--- src/hw/amsc_regs.svh ---
// Purpose: offsets, fields, reset values and timing counts of the adapter status block
// Assumes: 250 MHz clock, byte-addressed word registers
// Notes:   every offset, field and limit the block uses lives here
`ifndef AMSC_REGS_SVH
`define AMSC_REGS_SVH

// ==================================================
// timing
`define AMSC_CLK_MHZ        250
`define AMSC_STAT_MHZ       40
`define AMSC_STAT_DIV       (`AMSC_CLK_MHZ / `AMSC_STAT_MHZ)
`define AMSC_TEMP_WAIT_MS   250
`define AMSC_TEMP_WAIT_CYC  (`AMSC_TEMP_WAIT_MS * `AMSC_CLK_MHZ * 1000)
`define AMSC_ID_SETTLE_NS   1000
`define AMSC_ID_SETTLE_CYC  ((`AMSC_ID_SETTLE_NS * `AMSC_CLK_MHZ + 999) / 1000)
`define AMSC_PG_WAIT_US     100
`define AMSC_PG_WAIT_CYC    (`AMSC_PG_WAIT_US * `AMSC_CLK_MHZ)

// ==================================================
// register offsets (byte addresses)
`define AMSC_REQ_CODE_OFS   8'h00
`define AMSC_FIT_CODE_OFS   8'h04
`define AMSC_STATUS_OFS     8'h08
`define AMSC_CTRL_OFS       8'h0C
`define AMSC_TEMP_OFS       8'h10
`define AMSC_POWER_OFS      8'h14

// ==================================================
// status fields
`define AMSC_ST_PRESENT     0
`define AMSC_ST_PGOOD       1
`define AMSC_ST_EEPROM_EN   2
`define AMSC_ST_SUPPLY_EN   3
`define AMSC_ST_PINS_EN     4
`define AMSC_ST_MISMATCH    5
`define AMSC_ST_LOST_LOCK   6
`define AMSC_ST_PLL_ONBOARD 7
`define AMSC_ST_TEMP_READY  8
`define AMSC_ST_SHUTDOWN    9
`define AMSC_ST_PG_TIMEOUT  10

// control fields and reset values
`define AMSC_CTRL_PWR_ON    0
`define AMSC_CTRL_REDETECT  1
`define AMSC_CTRL_RESET     1'h1

// ==================================================
// rail limits in 10 mW counts
`define AMSC_LOW_LIMIT      17'h003CA
`define AMSC_HIGH_LIMIT     17'h00DDE
`define AMSC_SUM_LIMIT      17'h00EBF

// required adapter code, value arbitrary
`define AMSC_REQ_CODE_DEF   32'h0000_0A5C

`endif

--- src/hw/amsc_pkg.sv ---
// Purpose: types of the adapter status block
// Assumes: nothing beyond SystemVerilog
// Notes:   constants live in amsc_regs.svh
`default_nettype none
package amsc_pkg;

   // pin inputs from the carrier board
   typedef struct packed {
      logic        present;
      logic        pgood;
      logic        pll_locked;
      logic        ref_present;
      logic [31:0] fit_code;
      logic [7:0]  temp;
      logic [15:0] low_power;
      logic [15:0] high_power;
   } amsc_pins_t;

   // adapter sequencer states
   typedef enum logic [7:0] {
      AMSC_BOOT     = 8'h01,
      AMSC_ABSENT   = 8'h02,
      AMSC_READ_ID  = 8'h04,
      AMSC_PWR_UP   = 8'h08,
      AMSC_RUN      = 8'h10,
      AMSC_OFF      = 8'h20,
      AMSC_MISMATCH = 8'h40,
      AMSC_PG_FAULT = 8'h80
   } amsc_state_t;

   // whole state of the top module
   typedef struct packed {
      amsc_pins_t  sync1;
      amsc_pins_t  sync2;
      amsc_pins_t  snap;
      amsc_state_t state;
      logic [2:0]  boot_cnt;
      logic [2:0]  div_cnt;
      logic [19:0] wait_cnt;
      logic [25:0] temp_cnt;
      logic        temp_ready;
      logic [31:0] fit_code;
      logic        mismatch;
      logic        eeprom_en;
      logic        supply_en;
      logic        pins_en;
      logic        pwr_req;
      logic        redetect;
      logic        was_locked;
      logic        lost_lock;
      logic        pll_onboard;
      logic        shutdown;
      logic        pg_timeout;
      logic [31:0] rdata;
   } amsc_regs_t;

endpackage
`default_nettype wire

--- src/hw/amsc_top.sv ---
// Purpose: adapter detect, power sequencing, clock and rail monitor
// Assumes: one 250 MHz clock, synchronous active-low reset
// Notes:   status snapshots are refreshed at the 40 MHz rate
//
// Functional notes
// - report 32-bit code read from the fitted adapter
// - report fixed 32-bit required code set by the loaded design
// - adapter usable only when fitted code equals required code
// - pin buffers on only when present, powered and compatible
// - supply on only when present and compatible; flag set at switch-on, before power-good
// - adapter drives power-good; device reports its level
// - presence flag follows physical attachment
// - flag shows the adapter id eeprom supply is on
// - report board temperature in whole degrees Celsius
// - temperature sampled at the 40 MHz status rate
// - pll uses backplane reference, else onboard oscillator
// - on lock loss from backplane, relock to onboard oscillator
// - lost-lock flag set if pll ever left lock since load
// - report low rail power in 10 mW counts
// - report high rail power in 10 mW counts
// - shut down above 9.7 W, 35.5 W, or 37.75 W combined
// - host command powers adapter on or off, only while inserted
// - status query answers whether or not an adapter is inserted
// - on code mismatch flag it and keep power and pins off
// - presence, power-good, temperature and power sampled at the 40 MHz rate
//
// The strobed register port and the placing of the registers were decided locally.
`timescale 1ns/1ps
`default_nettype none
`include "amsc_regs.svh"

module amsc_top
   import amsc_pkg::*;
#(
   parameter logic [31:0] REQ_CODE      = `AMSC_REQ_CODE_DEF,
   parameter int          TEMP_WAIT_CYC = `AMSC_TEMP_WAIT_CYC,
   parameter int          PG_WAIT_CYC   = `AMSC_PG_WAIT_CYC
)(
   input  wire logic        clock,
   input  wire logic        nrst,
   input  wire logic [7:0]  bus_addr,
   input  wire logic [31:0] bus_wdata,
   input  wire logic        bus_we,
   input  wire logic        bus_re,
   output var  logic [31:0] bus_rdata,
   input  wire amsc_pins_t  pins_in,
   output var  logic        eeprom_supply_en,
   output var  logic        adapter_supply_en,
   output var  logic        adapter_pins_en,
   output var  logic        pll_ref_onboard,
   output var  logic        fpga_shutdown,
   output var  logic        code_mismatch,
   output var  logic        pll_lost_lock
);

   // ==================================================
   // state registers
   amsc_regs_t q;
   amsc_regs_t d;

   localparam logic [19:0] ID_SETTLE = 20'(`AMSC_ID_SETTLE_CYC);
   localparam logic [19:0] PG_WAIT   = 20'(PG_WAIT_CYC);
   localparam logic [25:0] TEMP_WAIT = 26'(TEMP_WAIT_CYC);
   localparam logic [2:0]  STAT_DIV  = 3'(`AMSC_STAT_DIV);

   // address match, used by read and write decode
   function automatic logic amsc_hit(input logic [7:0] a, input logic [7:0] ofs);
      amsc_hit = (a == ofs);
   endfunction

   // ==================================================
   // combinational next state
   logic [16:0] rail_sum;
   logic [31:0] status_word;
   logic        stat_en;
   logic        removed;

   always_comb begin
      d = q;

      // two-flop synchronisers on all pin inputs
      d.sync1 = pins_in;
      d.sync2 = q.sync1;

      // 40 MHz rate enable from a divider
      stat_en = (q.div_cnt == STAT_DIV - 3'h1);
      d.div_cnt = stat_en ? 3'h0 : q.div_cnt + 3'h1;

      // status snapshot for the host view
      if (stat_en) begin
         d.snap = q.sync2;
      end

      // temperature settle window after reset
      if (!q.temp_ready) begin
         if (q.temp_cnt == TEMP_WAIT - 26'h1) begin
            d.temp_ready = 1'b1;
         end else begin
            d.temp_cnt = q.temp_cnt + 26'h1;
         end
      end

      // pll watch: sticky loss, fall back to onboard
      if (q.state != AMSC_BOOT) begin
         if (q.sync2.pll_locked) begin
            d.was_locked = 1'b1;
         end else if (q.was_locked) begin
            d.lost_lock = 1'b1;
            d.pll_onboard = 1'b1;
            d.was_locked = 1'b0;
         end
      end

      // rail power limits, shutdown held until reset
      rail_sum = {1'b0, q.sync2.low_power} + {1'b0, q.sync2.high_power};
      if ({1'b0, q.sync2.low_power} > `AMSC_LOW_LIMIT ||
          {1'b0, q.sync2.high_power} > `AMSC_HIGH_LIMIT ||
          rail_sum > `AMSC_SUM_LIMIT) begin
         d.shutdown = 1'b1;
      end

      // control register writes
      d.redetect = 1'b0;
      if (bus_we && amsc_hit(bus_addr, `AMSC_CTRL_OFS)) begin
         // power command ignored while nothing is inserted
         if (q.sync2.present) begin
            d.pwr_req = bus_wdata[`AMSC_CTRL_PWR_ON];
            d.redetect = bus_wdata[`AMSC_CTRL_REDETECT];
         end
      end

      // ==================================================
      // adapter sequencer
      removed = !q.sync2.present;
      unique case (q.state)
         AMSC_BOOT: begin
            // let synchronisers fill, then pick pll reference
            d.boot_cnt = q.boot_cnt + 3'h1;
            if (q.boot_cnt == 3'h3) begin
               d.pll_onboard = !q.sync2.ref_present;
               d.state = AMSC_ABSENT;
            end
         end
         AMSC_ABSENT: begin
            d.eeprom_en = 1'b0;
            d.supply_en = 1'b0;
            d.pins_en = 1'b0;
            d.mismatch = 1'b0;
            if (q.sync2.present) begin
               d.eeprom_en = 1'b1;
               d.wait_cnt = 20'h0;
               d.state = AMSC_READ_ID;
            end
         end
         AMSC_READ_ID: begin
            // eeprom powered, wait for the code to settle
            d.supply_en = 1'b0;
            d.pins_en = 1'b0;
            if (q.wait_cnt == ID_SETTLE - 20'h1) begin
               d.fit_code = q.sync2.fit_code;
               d.wait_cnt = 20'h0;
               if (q.sync2.fit_code != REQ_CODE) begin
                  d.mismatch = 1'b1;
                  d.state = AMSC_MISMATCH;
               end else begin
                  d.mismatch = 1'b0;
                  d.state = q.pwr_req ? AMSC_PWR_UP : AMSC_OFF;
               end
            end else begin
               d.wait_cnt = q.wait_cnt + 20'h1;
            end
         end
         AMSC_PWR_UP: begin
            d.supply_en = 1'b1;
            d.pins_en = 1'b0;
            d.wait_cnt = q.wait_cnt + 20'h1;
            if (q.sync2.pgood) begin
               d.state = AMSC_RUN;
            end else if (q.wait_cnt == PG_WAIT - 20'h1) begin
               d.pg_timeout = 1'b1;
               d.supply_en = 1'b0;
               d.state = AMSC_PG_FAULT;
            end
         end
         AMSC_RUN: begin
            // pins only with rails good
            d.pins_en = q.sync2.pgood;
            if (!q.sync2.pgood) begin
               d.wait_cnt = 20'h0;
               d.state = AMSC_PWR_UP;
            end
         end
         AMSC_OFF: begin
            d.supply_en = 1'b0;
            d.pins_en = 1'b0;
            if (q.pwr_req) begin
               d.wait_cnt = 20'h0;
               d.pg_timeout = 1'b0;
               d.state = AMSC_PWR_UP;
            end
         end
         AMSC_MISMATCH: begin
            d.supply_en = 1'b0;
            d.pins_en = 1'b0;
         end
         AMSC_PG_FAULT: begin
            d.supply_en = 1'b0;
            d.pins_en = 1'b0;
            if (!q.pwr_req) begin
               d.state = AMSC_OFF;
            end
         end
         default: begin
            d.state = AMSC_ABSENT;
         end
      endcase

      // turning power off from any powered state
      if (!q.pwr_req && (q.state == AMSC_PWR_UP || q.state == AMSC_RUN)) begin
         d.supply_en = 1'b0;
         d.pins_en = 1'b0;
         d.state = AMSC_OFF;
      end

      // host asks to read the code again
      if (q.redetect && q.state != AMSC_BOOT && !removed) begin
         d.supply_en = 1'b0;
         d.pins_en = 1'b0;
         d.eeprom_en = 1'b1;
         d.wait_cnt = 20'h0;
         d.pg_timeout = 1'b0;
         d.state = AMSC_READ_ID;
      end

      // removal wins over everything else
      if (removed && q.state != AMSC_BOOT) begin
         d.eeprom_en = 1'b0;
         d.supply_en = 1'b0;
         d.pins_en = 1'b0;
         d.mismatch = 1'b0;
         d.pg_timeout = 1'b0;
         d.state = AMSC_ABSENT;
      end

      // ==================================================
      // register reads, answer one cycle later
      status_word = 32'h0;
      status_word[`AMSC_ST_PRESENT] = q.snap.present;
      status_word[`AMSC_ST_PGOOD] = q.snap.pgood;
      status_word[`AMSC_ST_EEPROM_EN] = q.eeprom_en;
      status_word[`AMSC_ST_SUPPLY_EN] = q.supply_en;
      status_word[`AMSC_ST_PINS_EN] = q.pins_en;
      status_word[`AMSC_ST_MISMATCH] = q.mismatch;
      status_word[`AMSC_ST_LOST_LOCK] = q.lost_lock;
      status_word[`AMSC_ST_PLL_ONBOARD] = q.pll_onboard;
      status_word[`AMSC_ST_TEMP_READY] = q.temp_ready;
      status_word[`AMSC_ST_SHUTDOWN] = q.shutdown;
      status_word[`AMSC_ST_PG_TIMEOUT] = q.pg_timeout;

      d.rdata = 32'h0;
      if (bus_re) begin
         if (amsc_hit(bus_addr, `AMSC_REQ_CODE_OFS)) begin
            d.rdata = REQ_CODE;
         end else if (amsc_hit(bus_addr, `AMSC_FIT_CODE_OFS)) begin
            d.rdata = q.fit_code;
         end else if (amsc_hit(bus_addr, `AMSC_STATUS_OFS)) begin
            d.rdata = status_word;
         end else if (amsc_hit(bus_addr, `AMSC_CTRL_OFS)) begin
            d.rdata = {31'h0, q.pwr_req};
         end else if (amsc_hit(bus_addr, `AMSC_TEMP_OFS)) begin
            d.rdata = {24'h0, q.snap.temp};
         end else if (amsc_hit(bus_addr, `AMSC_POWER_OFS)) begin
            d.rdata = {q.snap.high_power, q.snap.low_power};
         end
      end
   end

   // ==================================================
   // register the whole state, synchronous reset
   always_ff @(posedge clock) begin
      if (!nrst) begin
         q <= '0;
         q.state <= AMSC_BOOT;
         q.pwr_req <= `AMSC_CTRL_RESET;
      end else begin
         q <= d;
      end
   end

   // ==================================================
   // outputs straight from flops
   assign bus_rdata         = q.rdata;
   assign eeprom_supply_en  = q.eeprom_en;
   assign adapter_supply_en = q.supply_en;
   assign adapter_pins_en   = q.pins_en;
   assign pll_ref_onboard   = q.pll_onboard;
   assign fpga_shutdown     = q.shutdown;
   assign code_mismatch     = q.mismatch;
   assign pll_lost_lock     = q.lost_lock;

endmodule
`default_nettype wire

--- config.mk ---
export PLATFORM = sky130hd
export DESIGN_NAME = amsc_top
export DESIGN_NICKNAME = d
export VERILOG_FILES = /design/src/hw/amsc_pkg.sv /design/src/hw/amsc_top.sv
export VERILOG_INCLUDE_DIRS = /design/src /design/src/hw
export SDC_FILE = /design/constraint.sdc
export NUM_CORES = 1
export LEC_CHECK = 0
export BUFFER_PORTS_ARGS = -buffer_cell sky130_fd_sc_hd__buf_2
export CAP_MARGIN = 10
export CORE_ASPECT_RATIO = 1.25
export CORE_MARGIN = 10
export CORE_UTILIZATION = 62
export DETAILED_ROUTE_END_ITERATION = 16
export GPL_TIMING_DRIVEN = 0
export PLACE_DENSITY = 0.84
export SLEW_MARGIN = 20
export SYNTH_ARGS = -nofsm -noshare
export SYNTH_HDL_FRONTEND = slang
export SYNTH_SLANG_ARGS = --single-unit
--- constraint.sdc ---
create_clock -name clock -period 4.7 [get_ports clock]
set_clock_uncertainty 0.15 [all_clocks]
set_input_delay 0.94 -clock clock [delete_from_list [all_inputs] [get_ports clock]]
set_output_delay 0.94 -clock clock [all_outputs]
set_load 0.005 [all_outputs]
======== Yosys cells after proc, flatten, opt, wreduce, memory -nomap -nowiden ========
Index checks and enable logic that the tools add are counted.
word-level totals
  bits in registers ....................... 330
  word-level logic and storage cells ...... 198
  input bits .............................. 120
cells by class
  eq/ne operators ......................... 53
  bitwise logic cells ..................... 6
  $lt $le $gt $ge ......................... 3
  mux-type cells .......................... 48
  add/subtract/negate cells ............... 5
  reduce and logical (&&, ||, !) cells .... 39
operator list
  operator                                                         number
  two-way mux 32 bit                                               5
  case mux 20 bit (5 select lines)                                 1
  two-way mux 20 bit                                               4
  two-way mux 8 bit                                                8
  case mux 8 bit (8 select lines)                                  1
  inequality test 32 x 12 -> 1 bit, second input constant          1
  AND reduction 8 bit                                              4
  adder 26 x 1 -> 26 bit, second input constant                    1
  equality test 26 bit, second input constant                      1
  inequality test 5 bit, second input constant                     5
  equality test 8 x 4 -> 1 bit, second input constant              3
  equality test 8 x 5 -> 1 bit, second input constant              3
  inequality test 4 bit, second input constant                     6
  inequality test 3 bit, second input constant                     7
  adder 20 x 1 -> 20 bit, second input constant                    1
  equality test 20 x 15 -> 1 bit, second input constant            1
  equality test 20 x 8 -> 1 bit, second input constant             1
  inequality test 2 bit, second input constant                     9
  adder 16 x 16 -> 17 bit                                          1
  greater-than comparator 17 x 12 -> 1 bit, second input constant  1
  two-way mux 1 bit                                                17
  equality test 8 x 3 -> 1 bit, second input constant              2
  greater-than comparator 16 x 10 -> 1 bit, second input constant  1
  greater-than comparator 16 x 12 -> 1 bit, second input constant  1
  other kinds (36)                                                 69

======== Depth between registers and ports, before layout ========
Gate-level depths: netlist (run 1).
  word-level depth ........................ 7
  depth in mapped cells ................... 10
  depth with buffers taken out ............ 10

======== Least setup slack after synthesis (run 1) ========
OpenSTA, ideal clock, no wires.
  path type ............................... input-to-reg
  start point ............................. in bus_addr[1]
  end point ............................... reg q, in the netlist bus_rdata[31]
  stages .................................. 8
  path buffers ............................ 2
  setup time .............................. 68 ps
  arrival ................................. 2,615 ps
  required time ........................... 4,482 ps
  setup slack ............................. 1,867 ps
  cell sequence ........................... nor3_1 > nand2_1 > or2_1 > clkbuf_1 > nor3b_1 > clkbuf_1 > a22oi_1 > nor2_1
between the ends
  cells in the longest elaborated chain, start to end .. 6
RTL lines
  item                          line             RTL
  start, declared               amsc_top.sv:41   input wire logic [7:0] bus_addr,
  equality test 8 x 5 -> 1 bit  amsc_top.sv:68   amsc_hit = (a == ofs);
  two-way mux 32 bit            amsc_top.sv:272  end else if (amsc_hit(bus_addr, `AMSC_POWER_OFS)) begin
  two-way mux 32 bit            amsc_top.sv:270  end else if (amsc_hit(bus_addr, `AMSC_TEMP_OFS)) begin
  two-way mux 32 bit            amsc_top.sv:268  end else if (amsc_hit(bus_addr, `AMSC_CTRL_OFS)) begin
  two-way mux 32 bit            amsc_top.sv:266  end else if (amsc_hit(bus_addr, `AMSC_STATUS_OFS)) begin
  two-way mux 32 bit            amsc_top.sv:264  end else if (amsc_hit(bus_addr, `AMSC_FIT_CODE_OFS)) begin
  end, declared                 amsc_top.sv:58   amsc_regs_t q;
Several ways; a longest one is shown, not always the timed one.
A chain may end at the register's enable or synchronous reset.

======== Final worst setup path (run 1) ========
  start point ............................. in bus_addr[1]
  end point ............................... reg q, in the netlist bus_rdata[19]
Same word-level chain as after synthesis.

==> metrics.txt, run 1 <==
# TYPE chip_impl_metric gauge
chip_impl_metric{name="cts-htree-levels",unit=""} 1
chip_impl_metric{name="cts_inserted_buffers",unit=""} 30
chip_impl_metric{name="netlist_instances",unit=""} 1344
chip_impl_metric{name="share_of_flip_flops_with_an_asynchronous_set_or_reset",unit="%"} 0
chip_impl_info{name="critical_path.reg2reg.startpoint",value="q[212]$_SDFF_PN0_"} 1
chip_impl_metric{name="floorplan.die.width",unit="um"} 149
chip_impl_info{name="synth_top_area_cells",value="sky130_fd_sc_hd__dfxtp_1, sky130_fd_sc_hd__and2_1, sky130_fd_sc_hd__nand2_1"} 1
chip_impl_metric{name="final_hold_violations",unit=""} 0
chip_impl_metric{name="final_layout_size_suffix_gt1_share",unit="%"} 15.6
chip_impl_metric{name="flow.area_growth_from_synthesis",unit="%"} 15.7
chip_impl_metric{name="grt_pass1_vias",unit=""} 9758
chip_impl_info{name="worst_hold_path_type",value="register to register"} 1
chip_impl_info{name="ctsRootBufferMaster",value="sky130_fd_sc_hd__clkbuf_16"} 1
chip_impl_metric{name="die_y",unit="um"} 181
chip_impl_info{name="crit_path_start",value="bus_addr[1]"} 1
chip_impl_metric{name="count_of_input_and_output_buffers",unit=""} 126
chip_impl_metric{name="detailroute.via_count",unit=""} 9689
chip_impl_metric{name="die-area",unit="sq mm"} 0.0270
chip_impl_metric{name="synth_largest_type_area_fraction",unit="%"} 51.1
chip_impl_metric{name="power_per_cell_area",unit="mW/mm^2"} 390
chip_impl_info{name="worst_path_dominant_cell_family",value="simple AND/OR/NAND/NOR gates"} 1
chip_impl_info{name="crit_slowest_cell",value="sky130_fd_sc_hd__nor3b_1"} 1
chip_impl_metric{name="crit_required",unit="ns"} 5.01
chip_impl_metric{name="yosys.cell_types.count",unit=""} 71
chip_impl_metric{name="period_share",unit="%"} 68.6
chip_impl_metric{name="maxSlewHeadroom",unit="%"} 25.9
chip_impl_metric{name="grt_max_degree",unit=""} 16
chip_impl_info{name="status",value="complete, no violations"} 1
chip_impl_info{name="yosysTopAreaCell",value="sky130_fd_sc_hd__dfxtp_1"} 1
chip_impl_info{name="holdCritStartpoint",value="d[250]$_SDFF_PN0_"} 1
chip_impl_metric{name="detail_route.first_pass.iterations",unit=""} 5
chip_impl_info{name="crit_path_start_kind",value="primary input"} 1
chip_impl_metric{name="synth_enable_flop_cells",unit=""} 0
chip_impl_metric{name="cts_hold_buffers",unit=""} 0
chip_impl_metric{name="worst-r2r-cell-count",unit=""} 10
chip_impl_metric{name="floorplan.core_area",unit="sq mm"} 0.0207
chip_impl_metric{name="design_area",unit="sq mm"} 0.0149
chip_impl_info{name="setup.worst_path.end_class",value="register"} 1
chip_impl_metric{name="initial_antenna_violation_count",unit=""} 1
chip_impl_metric{name="report.final.slew_viol_count",unit=""} 0
chip_impl_metric{name="maxClockFrequency",unit="MHz"} 310
chip_impl_metric{name="postSynthNetCount",unit=""} 1488
chip_impl_metric{name="detail_route.iter0.violations",unit=""} 631
chip_impl_metric{name="drcViolationCount",unit=""} 0
chip_impl_metric{name="avgSynthCellArea",unit="sq um"} 9.61
chip_impl_metric{name="maximum_vdd_ir_drop",unit="uV"} 302
chip_impl_metric{name="grtUsageTotal",unit="%"} 22.0
chip_impl_info{name="yosys.cell_count.top_type",value="sky130_fd_sc_hd__dfxtp_1"} 1
chip_impl_metric{name="vias_per_cell",unit=""} 5.39
chip_impl_metric{name="overall_routed_net_length",unit="um"} 30500
chip_impl_metric{name="grt_overflow_total",unit=""} 0
chip_impl_info{name="postSynth.topFlopCell",value="sky130_fd_sc_hd__dfxtp_1"} 1
chip_impl_metric{name="critical_path.max_fanout",unit=""} 10
chip_impl_metric{name="pin_count",unit=""} 159
chip_impl_metric{name="drv_cap",unit=""} 0
chip_impl_info{name="cts_tree",value="yes"} 1
chip_impl_metric{name="finalSetupViolCount",unit=""} 0
chip_impl_metric{name="netlist_area",unit="sq mm"} 0.0129
chip_impl_metric{name="number_of_post_cts_setup_repair_buffers",unit=""} 0
chip_impl_metric{name="floorplan_row_count",unit=""} 59
chip_impl_metric{name="gp_congestion",unit=""} 0.968
chip_impl_metric{name="seq_area_frac_synth",unit="%"} 51.1
chip_impl_info{name="grt_setup_unrepaired",value="no"} 1
chip_impl_metric{name="fin_setup_tns",unit="ns"} 0
chip_impl_metric{name="grt_first_pass_wirelength",unit="um"} 48800
chip_impl_metric{name="yosys_warning_count",unit=""} 0
chip_impl_metric{name="placed_cell_area",unit="sq mm"} 0.0139
chip_impl_metric{name="crit_cells",unit=""} 9
chip_impl_metric{name="antennaDiodeCount",unit=""} 0
chip_impl_metric{name="worstSkewPairLatency",unit="ns"} 0.55
chip_impl_metric{name="tightestPinTransition",unit="ns"} 1.11
chip_impl_info{name="worst-setup-path-type",value="primary input to register"} 1
chip_impl_info{name="most_frequent_cells_after_synthesis",value="sky130_fd_sc_hd__dfxtp_1, sky130_fd_sc_hd__and2_1, sky130_fd_sc_hd__nand2_1, sky130_fd_sc_hd__nor2_1, sky130_fd_sc_hd__clkbuf_1"} 1
chip_impl_metric{name="min_period",unit="ns"} 3.22
chip_impl_metric{name="cts_buffer_depth",unit=""} 3
chip_impl_metric{name="ant_nets",unit=""} 0
chip_impl_metric{name="nNetsFinal",unit=""} 1646
chip_impl_metric{name="register_clock_pin_slew_on_the_reported_worst_setup_and_hold_paths",unit="ns"} 0.07
chip_impl_metric{name="detailed_place_hpwl",unit="um"} 22800
chip_impl_metric{name="wl_per_cell",unit="um"} 17.0
chip_impl_metric{name="delay_contributed_by_the_slowest_stage_of_the_critical_path",unit="ns"} 0.92
chip_impl_info{name="critical_path.cell_chain",value="buf_2 -> nor3_1 -> nand2_1 -> or2_1 -> clkbuf_1 -> nor3b_1 -> clkbuf_1 -> a22oi_1 -> nor2_1"} 1
chip_impl_metric{name="synth-seq-cells",unit=""} 330
chip_impl_metric{name="leakagePower",unit="nW"} 5.89
chip_impl_metric{name="hold-path-cell-count",unit=""} 1
chip_impl_metric{name="arrival",unit="ns"} 3.53
chip_impl_metric{name="cts_num_sinks",unit=""} 330
chip_impl_metric{name="worst-path-buf-inv",unit=""} 3
chip_impl_metric{name="floorplan.initialDensity",unit="%"} 62.5
chip_impl_info{name="critical-path-top-cell-by-count",value="sky130_fd_sc_hd__clkbuf_1"} 1
chip_impl_metric{name="cts_resized",unit=""} 0
cell families (layout without fill, tap and decap cells):
kind of cell / count (synthesis) / after routing / synth area share (%)
simple gates: 601 / 601 / 25.3
compound gates: 179 / 179 / 10.0
buf+inv: 118 / 296 / 4.47
mux: 46 / 46 / 3.59
flops: 330 / 330 / 51.1
xor+xnor: 46 / 46 / 3.12
fa+ha+maj: 24 / 24 / 2.38
path summary, 6_finish.rpt:
| path | slack [ns] | to |
|---|---|---|
| setup / recovery | 1.48 | bus_rdata[19]$_SDFF_PP0_ |
| hold / removal | 0.28 | q[250]$_SDFF_PN0_ |
| setup reg to reg | 1.63 | fpga_shutdown$_SDFFE_PN0P_ |
| hold reg to reg | 0.28 | q[250]$_SDFF_PN0_ |
state kept, by name (all words and copies together) (netlist names):
signal / cells
fpga_shutdown: 1
q: 215
adapter_pins_en: 1
pll_lost_lock: 1
bus_rdata: 32
adapter_supply_en: 1
d: 76
code_mismatch: 1
pll_ref_onboard: 1
eeprom_supply_en: 1
power by group:
| part | internal, mW | switching (mW) |
|---|---|---|
| Sequential | 2.88 | 0.0531 |
| Clock | 1.53 | 1.01 |
| Combinational | 0.154 | 0.194 |
layout make-up:
type | count | area, sq um
Multi-Input combinational cell | 896 | 5740
Inverter | 24 | 90.1
Timing Repair Buffer | 126 | 631
Buffer | 94 | 488
Clock inverter | 12 | 194
Clock buffer | 40 | 850
Fill cell | 1561 | 5730
Sequential cell | 330 | 6610
Tap cell | 274 | 343
worst reg2reg max path, cell delays in order (launching register included):
cell and delay, ns:
sky130_fd_sc_hd__dfxtp_1 0.41, sky130_fd_sc_hd__ha_1 0.19, sky130_fd_sc_hd__inv_1 0.05, sky130_fd_sc_hd__fa_1 0.35, sky130_fd_sc_hd__nor2b_1 0.12, sky130_fd_sc_hd__o2111ai_1 0.17
sky130_fd_sc_hd__nand3b_1 0.22, sky130_fd_sc_hd__xnor2_1 0.09, sky130_fd_sc_hd__o311a_1 0.31, sky130_fd_sc_hd__a2111oi_0 0.68, sky130_fd_sc_hd__o41a_1 0.26
stage by stage:
stage / hold WS, ns / instances / setup slack (ns) / total power, mW / util, %
after floorplan: 0.262 / 1344 / 1.87 / 3.21 / -
after global placement: 0.266 / 1744 / 1.05 / 3.33 / 67.2
after detailed placement: 0.268 / 1744 / 1.06 / 3.34 / 67.2
after CTS: 0.282 / 1796 / 1.59 / 5.84 / 72.3
after global routing: 0.290 / 1796 / 1.28 / 6.02 / 72.3
final: 0.276 / 1796 / 1.48 / 5.83 / 72.3
cell usage in the layout, fill, tap and decap left out, types with 21 or more instances in the layout:
cell                        instances
sky130_fd_sc_hd__dfxtp_1          330
sky130_fd_sc_hd__a22oi_1           27
sky130_fd_sc_hd__a21oi_1           32
sky130_fd_sc_hd__xnor2_1           30
sky130_fd_sc_hd__nand3_1           21
sky130_fd_sc_hd__clkbuf_1          58
sky130_fd_sc_hd__ha_1              23
sky130_fd_sc_hd__buf_2            132
sky130_fd_sc_hd__buf_4             32
sky130_fd_sc_hd__clkbuf_16         31
sky130_fd_sc_hd__mux2i_1           43
sky130_fd_sc_hd__a21boi_0          44
sky130_fd_sc_hd__and2_1           185
sky130_fd_sc_hd__nor2b_1           49
sky130_fd_sc_hd__nand2_1          143
sky130_fd_sc_hd__inv_1             24
sky130_fd_sc_hd__nor2_1            80
per-layer routing:
metal  global-route usage [%]  wire [um]  up-vias
met5                        0          0        -
met4                     8.69       1160        0
met3                     3.33       1940       77
met2                     38.3      15000      322
met1                     26.4      12400     4473
li1                         -          -     4817
(Power assumes the default switching activity.)
==> run 2, diff against run 1 <==
--- a/config.mk
+++ b/config.mk
@@ -6,14 +6,15 @@
 export SDC_FILE = /design/constraint.sdc
 export NUM_CORES = 1
 export LEC_CHECK = 0
+export ABC_AREA = 1
 export BUFFER_PORTS_ARGS = -buffer_cell sky130_fd_sc_hd__buf_2
 export CAP_MARGIN = 10
 export CORE_ASPECT_RATIO = 1.25
 export CORE_MARGIN = 10
-export CORE_UTILIZATION = 62
+export CORE_UTILIZATION = 58
 export DETAILED_ROUTE_END_ITERATION = 16
 export GPL_TIMING_DRIVEN = 0
-export PLACE_DENSITY = 0.84
+export PLACE_DENSITY = 0.79
 export SLEW_MARGIN = 20
 export SYNTH_ARGS = -nofsm -noshare
 export SYNTH_HDL_FRONTEND = slang
==> constraint.sdc (replaced) <==
create_clock -name clock -period 3.1 [get_ports clock]
set_clock_uncertainty 0.15 [all_clocks]
set_input_delay 0.62 -clock clock [delete_from_list [all_inputs] [get_ports clock]]
set_output_delay 0.62 -clock clock [all_outputs]
set_load 0.005 [all_outputs]
==> run 2 against run 1 <==
Die area rose by 15%. Clock power up 61%. First-iteration DRC count rose by 32%. Clock-buffer cell count is 2 higher. Critical path depth decreased by 2. Largest power group unchanged. Final cell count up 35%. Via count is 28% higher.
==> metrics.txt, run 2 <==
# TYPE chip_impl_metric gauge
chip_impl_info{name="status",value="complete, no violations"} 1
chip_impl_metric{name="initial_antenna_violation_count",unit=""} 1
chip_impl_metric{name="final_layout_size_suffix_gt1_share",unit="%"} 14.0
chip_impl_metric{name="finalSetupViolCount",unit=""} 0
chip_impl_metric{name="fin_total_pwr",unit="mW"} 9.91
chip_impl_info{name="setup.worst_path.end_class",value="register"} 1
chip_impl_metric{name="crit_required",unit="ns"} 3.36
chip_impl_info{name="crit_path_start_kind",value="register"} 1
chip_impl_metric{name="gp_congestion",unit=""} 0.967
chip_impl_info{name="yosys.cell_count.top_type",value="sky130_fd_sc_hd__nand2_1"} 1
chip_impl_metric{name="arrival",unit="ns"} 2.69
chip_impl_metric{name="share_of_flip_flops_with_an_asynchronous_set_or_reset",unit="%"} 0
chip_impl_metric{name="die-area",unit="sq mm"} 0.0310
chip_impl_metric{name="vias_per_cell",unit=""} 5.09
chip_impl_metric{name="min_period",unit="ns"} 2.43
chip_impl_metric{name="floorplan.core_area",unit="sq mm"} 0.0239
chip_impl_metric{name="tightestPinTransition",unit="ns"} 0.937
chip_impl_info{name="top_reg_by_flops",value="q"} 1
chip_impl_metric{name="yosys.cell_types.count",unit=""} 51
chip_impl_metric{name="detailroute.via_count",unit=""} 12400
chip_impl_info{name="postSynth.topFlopCell",value="sky130_fd_sc_hd__dfxtp_1"} 1
chip_impl_metric{name="area_used_by_sequential_logic_in_the_layout",unit="sq mm"} 0.00661
chip_impl_metric{name="delay_contributed_by_the_slowest_stage_of_the_critical_path",unit="ns"} 0.57
chip_impl_metric{name="report.final.slew_viol_count",unit=""} 0
chip_impl_metric{name="floorplan_row_count",unit=""} 63
chip_impl_metric{name="synth-seq-cells",unit=""} 330
chip_impl_metric{name="cts_num_sinks",unit=""} 330
chip_impl_metric{name="maxClockFrequency",unit="MHz"} 411
chip_impl_metric{name="netlist_instances",unit=""} 1920
chip_impl_info{name="cts_tree",value="yes"} 1
chip_impl_metric{name="detailed_place_hpwl",unit="um"} 29500
chip_impl_metric{name="synth_enable_flop_cells",unit=""} 0
chip_impl_metric{name="seq_area_frac_synth",unit="%"} 46.8
chip_impl_metric{name="yosys_warning_count",unit=""} 0
chip_impl_metric{name="synth_largest_type_area_fraction",unit="%"} 46.8
chip_impl_metric{name="cts_resized",unit=""} 0
chip_impl_metric{name="floorplan.initialDensity",unit="%"} 59.1
chip_impl_metric{name="pin_count",unit=""} 159
chip_impl_info{name="worst_hold_path_type",value="primary input to register"} 1
chip_impl_metric{name="num-fill-cells",unit=""} 2085
chip_impl_metric{name="detail_route.iter0.violations",unit=""} 831
chip_impl_metric{name="postSynthNetCount",unit=""} 2064
chip_impl_metric{name="worstSkewPairLatency",unit="ns"} 0.55
chip_impl_info{name="critical_path.cell_chain",value="ha_1 -> nand2_1 -> clkbuf_1 -> inv_1 -> clkbuf_1 -> clkbuf_1 -> a21oi_1"} 1
chip_impl_metric{name="netlist_area",unit="sq mm"} 0.0141
chip_impl_metric{name="power_per_cell_area",unit="mW/mm^2"} 609
chip_impl_metric{name="critical_path.max_fanout",unit=""} 10
chip_impl_metric{name="grtUsageTotal",unit="%"} 24.1
chip_impl_metric{name="leakagePower",unit="nW"} 8.14
chip_impl_metric{name="nNetsFinal",unit=""} 2224
chip_impl_info{name="crit_slowest_cell",value="sky130_fd_sc_hd__clkbuf_1"} 1
chip_impl_metric{name="cts-htree-levels",unit=""} 1
chip_impl_metric{name="multi_input_comb_area",unit="sq mm"} 0.00576
chip_impl_metric{name="maxSlewHeadroom",unit="%"} 37.6
chip_impl_metric{name="drcViolationCount",unit=""} 0
chip_impl_info{name="grt_setup_unrepaired",value="no"} 1
chip_impl_metric{name="avgSynthCellArea",unit="sq um"} 7.35
chip_impl_metric{name="cts_hold_buffers",unit=""} 0
chip_impl_metric{name="grt_first_pass_wirelength",unit="um"} 62200
chip_impl_metric{name="overall_routed_net_length",unit="um"} 38100
chip_impl_metric{name="cts_buffer_depth",unit=""} 3
chip_impl_info{name="ctsRootBufferMaster",value="sky130_fd_sc_hd__clkbuf_16"} 1
chip_impl_info{name="synth_top_area_cells",value="sky130_fd_sc_hd__dfxtp_1, sky130_fd_sc_hd__nand2_1, sky130_fd_sc_hd__inv_1"} 1
chip_impl_metric{name="flow.area_growth_from_synthesis",unit="%"} 15.3
chip_impl_metric{name="setup.reg_to_reg.worst_slack",unit="ns"} 0.67
chip_impl_metric{name="count_of_input_and_output_buffers",unit=""} 127
chip_impl_metric{name="grt_overflow_total",unit=""} 0
chip_impl_metric{name="fin_setup_tns",unit="ns"} 0
chip_impl_info{name="critical-path-top-cell-by-count",value="sky130_fd_sc_hd__clkbuf_1"} 1
chip_impl_metric{name="wl_per_cell",unit="um"} 15.7
chip_impl_metric{name="grt_pass1_vias",unit=""} 12400
chip_impl_metric{name="drv_cap",unit=""} 0
chip_impl_info{name="worst-setup-path-type",value="register to register"} 1
chip_impl_metric{name="worst-path-buf-inv",unit=""} 4
chip_impl_metric{name="final_hold_violations",unit=""} 0
chip_impl_metric{name="largest_register_ff_count",unit=""} 215
chip_impl_info{name="yosysTopAreaCell",value="sky130_fd_sc_hd__dfxtp_1"} 1
chip_impl_info{name="most_frequent_cells_after_synthesis",value="sky130_fd_sc_hd__nand2_1, sky130_fd_sc_hd__dfxtp_1, sky130_fd_sc_hd__inv_1, sky130_fd_sc_hd__nor2_1, sky130_fd_sc_hd__a21oi_1"} 1
chip_impl_metric{name="period_share",unit="%"} 78.5
chip_impl_metric{name="floorplan.die.width",unit="um"} 160
chip_impl_metric{name="maximum_vdd_ir_drop",unit="uV"} 617
chip_impl_metric{name="register_clock_pin_slew_on_the_reported_worst_setup_and_hold_paths",unit="ns"} 0.06
chip_impl_metric{name="ant_nets",unit=""} 0
chip_impl_metric{name="die_y",unit="um"} 194
chip_impl_info{name="worst_path_dominant_cell_family",value="buffers and inverters"} 1
chip_impl_metric{name="cts_inserted_buffers",unit=""} 31
chip_impl_metric{name="number_of_post_cts_setup_repair_buffers",unit=""} 0
chip_impl_info{name="most-common-layout-cells",value="sky130_fd_sc_hd__nand2_1, sky130_fd_sc_hd__dfxtp_1, sky130_fd_sc_hd__inv_1"} 1
chip_impl_info{name="final_common_cell",value="sky130_fd_sc_hd__nand2_1"} 1
chip_impl_metric{name="detail_route.first_pass.iterations",unit=""} 5
chip_impl_metric{name="grt_max_degree",unit=""} 16
## run 2: logic make-up after synthesis
logic type      Yosys count  share of synthesized area, %
compound gates          240                          9.26
xor+xnor                 36                          2.23
fa+ha+maj                24                          2.18
flops                   330                          46.8
simple gates            883                          27.1
buf+inv                 407                          12.4
## run 2: final timing paths
| path | startpoint | end | cells past startpoint |
|---|---|---|---|
| min reg2reg | d[230]$_SDFF_PN0_ | q[230]$_SDFF_PN0_ | 2 |
| min | pins_in[41] | d[253]$_SDFF_PN0_ | 3 |
| max | q[122]$_SDFF_PP0_ | q[211]$_SDFFE_PN0P_ | 7 |
| max reg2reg | q[122]$_SDFF_PP0_ | q[211]$_SDFFE_PN0P_ | 7 |
## run 2: through the flow
stage	util, %	cell area (sq um)	worst slack, ns	hold WS, ns	cells
2_1_floorplan	-	14100	1.11	0.240	1920
3_3_place_gp	63.5	15200	0.532	0.242	2372
3_5_place_dp	63.5	15200	0.529	0.245	2372
4_1_cts	68.1	16300	0.662	0.0826	2427
5_1_grt	68.1	16300	0.421	0.0935	2428
6_report	68.1	16300	0.667	0.0977	2428
## run 2: area by class of cell
type,count,area share [%]
diodes,1,0.0154
plain buffers,103,3.75
clock buffers,42,5.39
clock inverters,13,1.42
inverters,304,7.01
multi-input cells,1183,35.4
flip-flops and latches,330,40.6
well taps,325,2.50
repair buffers,127,3.91
## run 2: layer usage
layer | vias up | routed length [um] | global-route usage [%]
met1 | 5634 | 14900 | 26.7
met2 | 375 | 19400 | 43.9
met4 | 0 | 1820 | 11.8
met5 | - | 0 | 0
li1 | 6246 | - | -
met3 | 112 | 1910 | 3.76
## run 2: worst min-delay path: stages
cell and delay [ns]:
sky130_fd_sc_hd__buf_2 0.07, sky130_fd_sc_hd__nand2_1 0.04, sky130_fd_sc_hd__inv_1 0.04
## run 2: power breakdown
part	internal, mW	leakage (nW)	switching [mW]	total (mW)
Combinational	0.430	4.92	0.804	1.23
Sequential	4.43	2.70	0.159	4.59
Clock	2.48	0.530	1.61	4.09
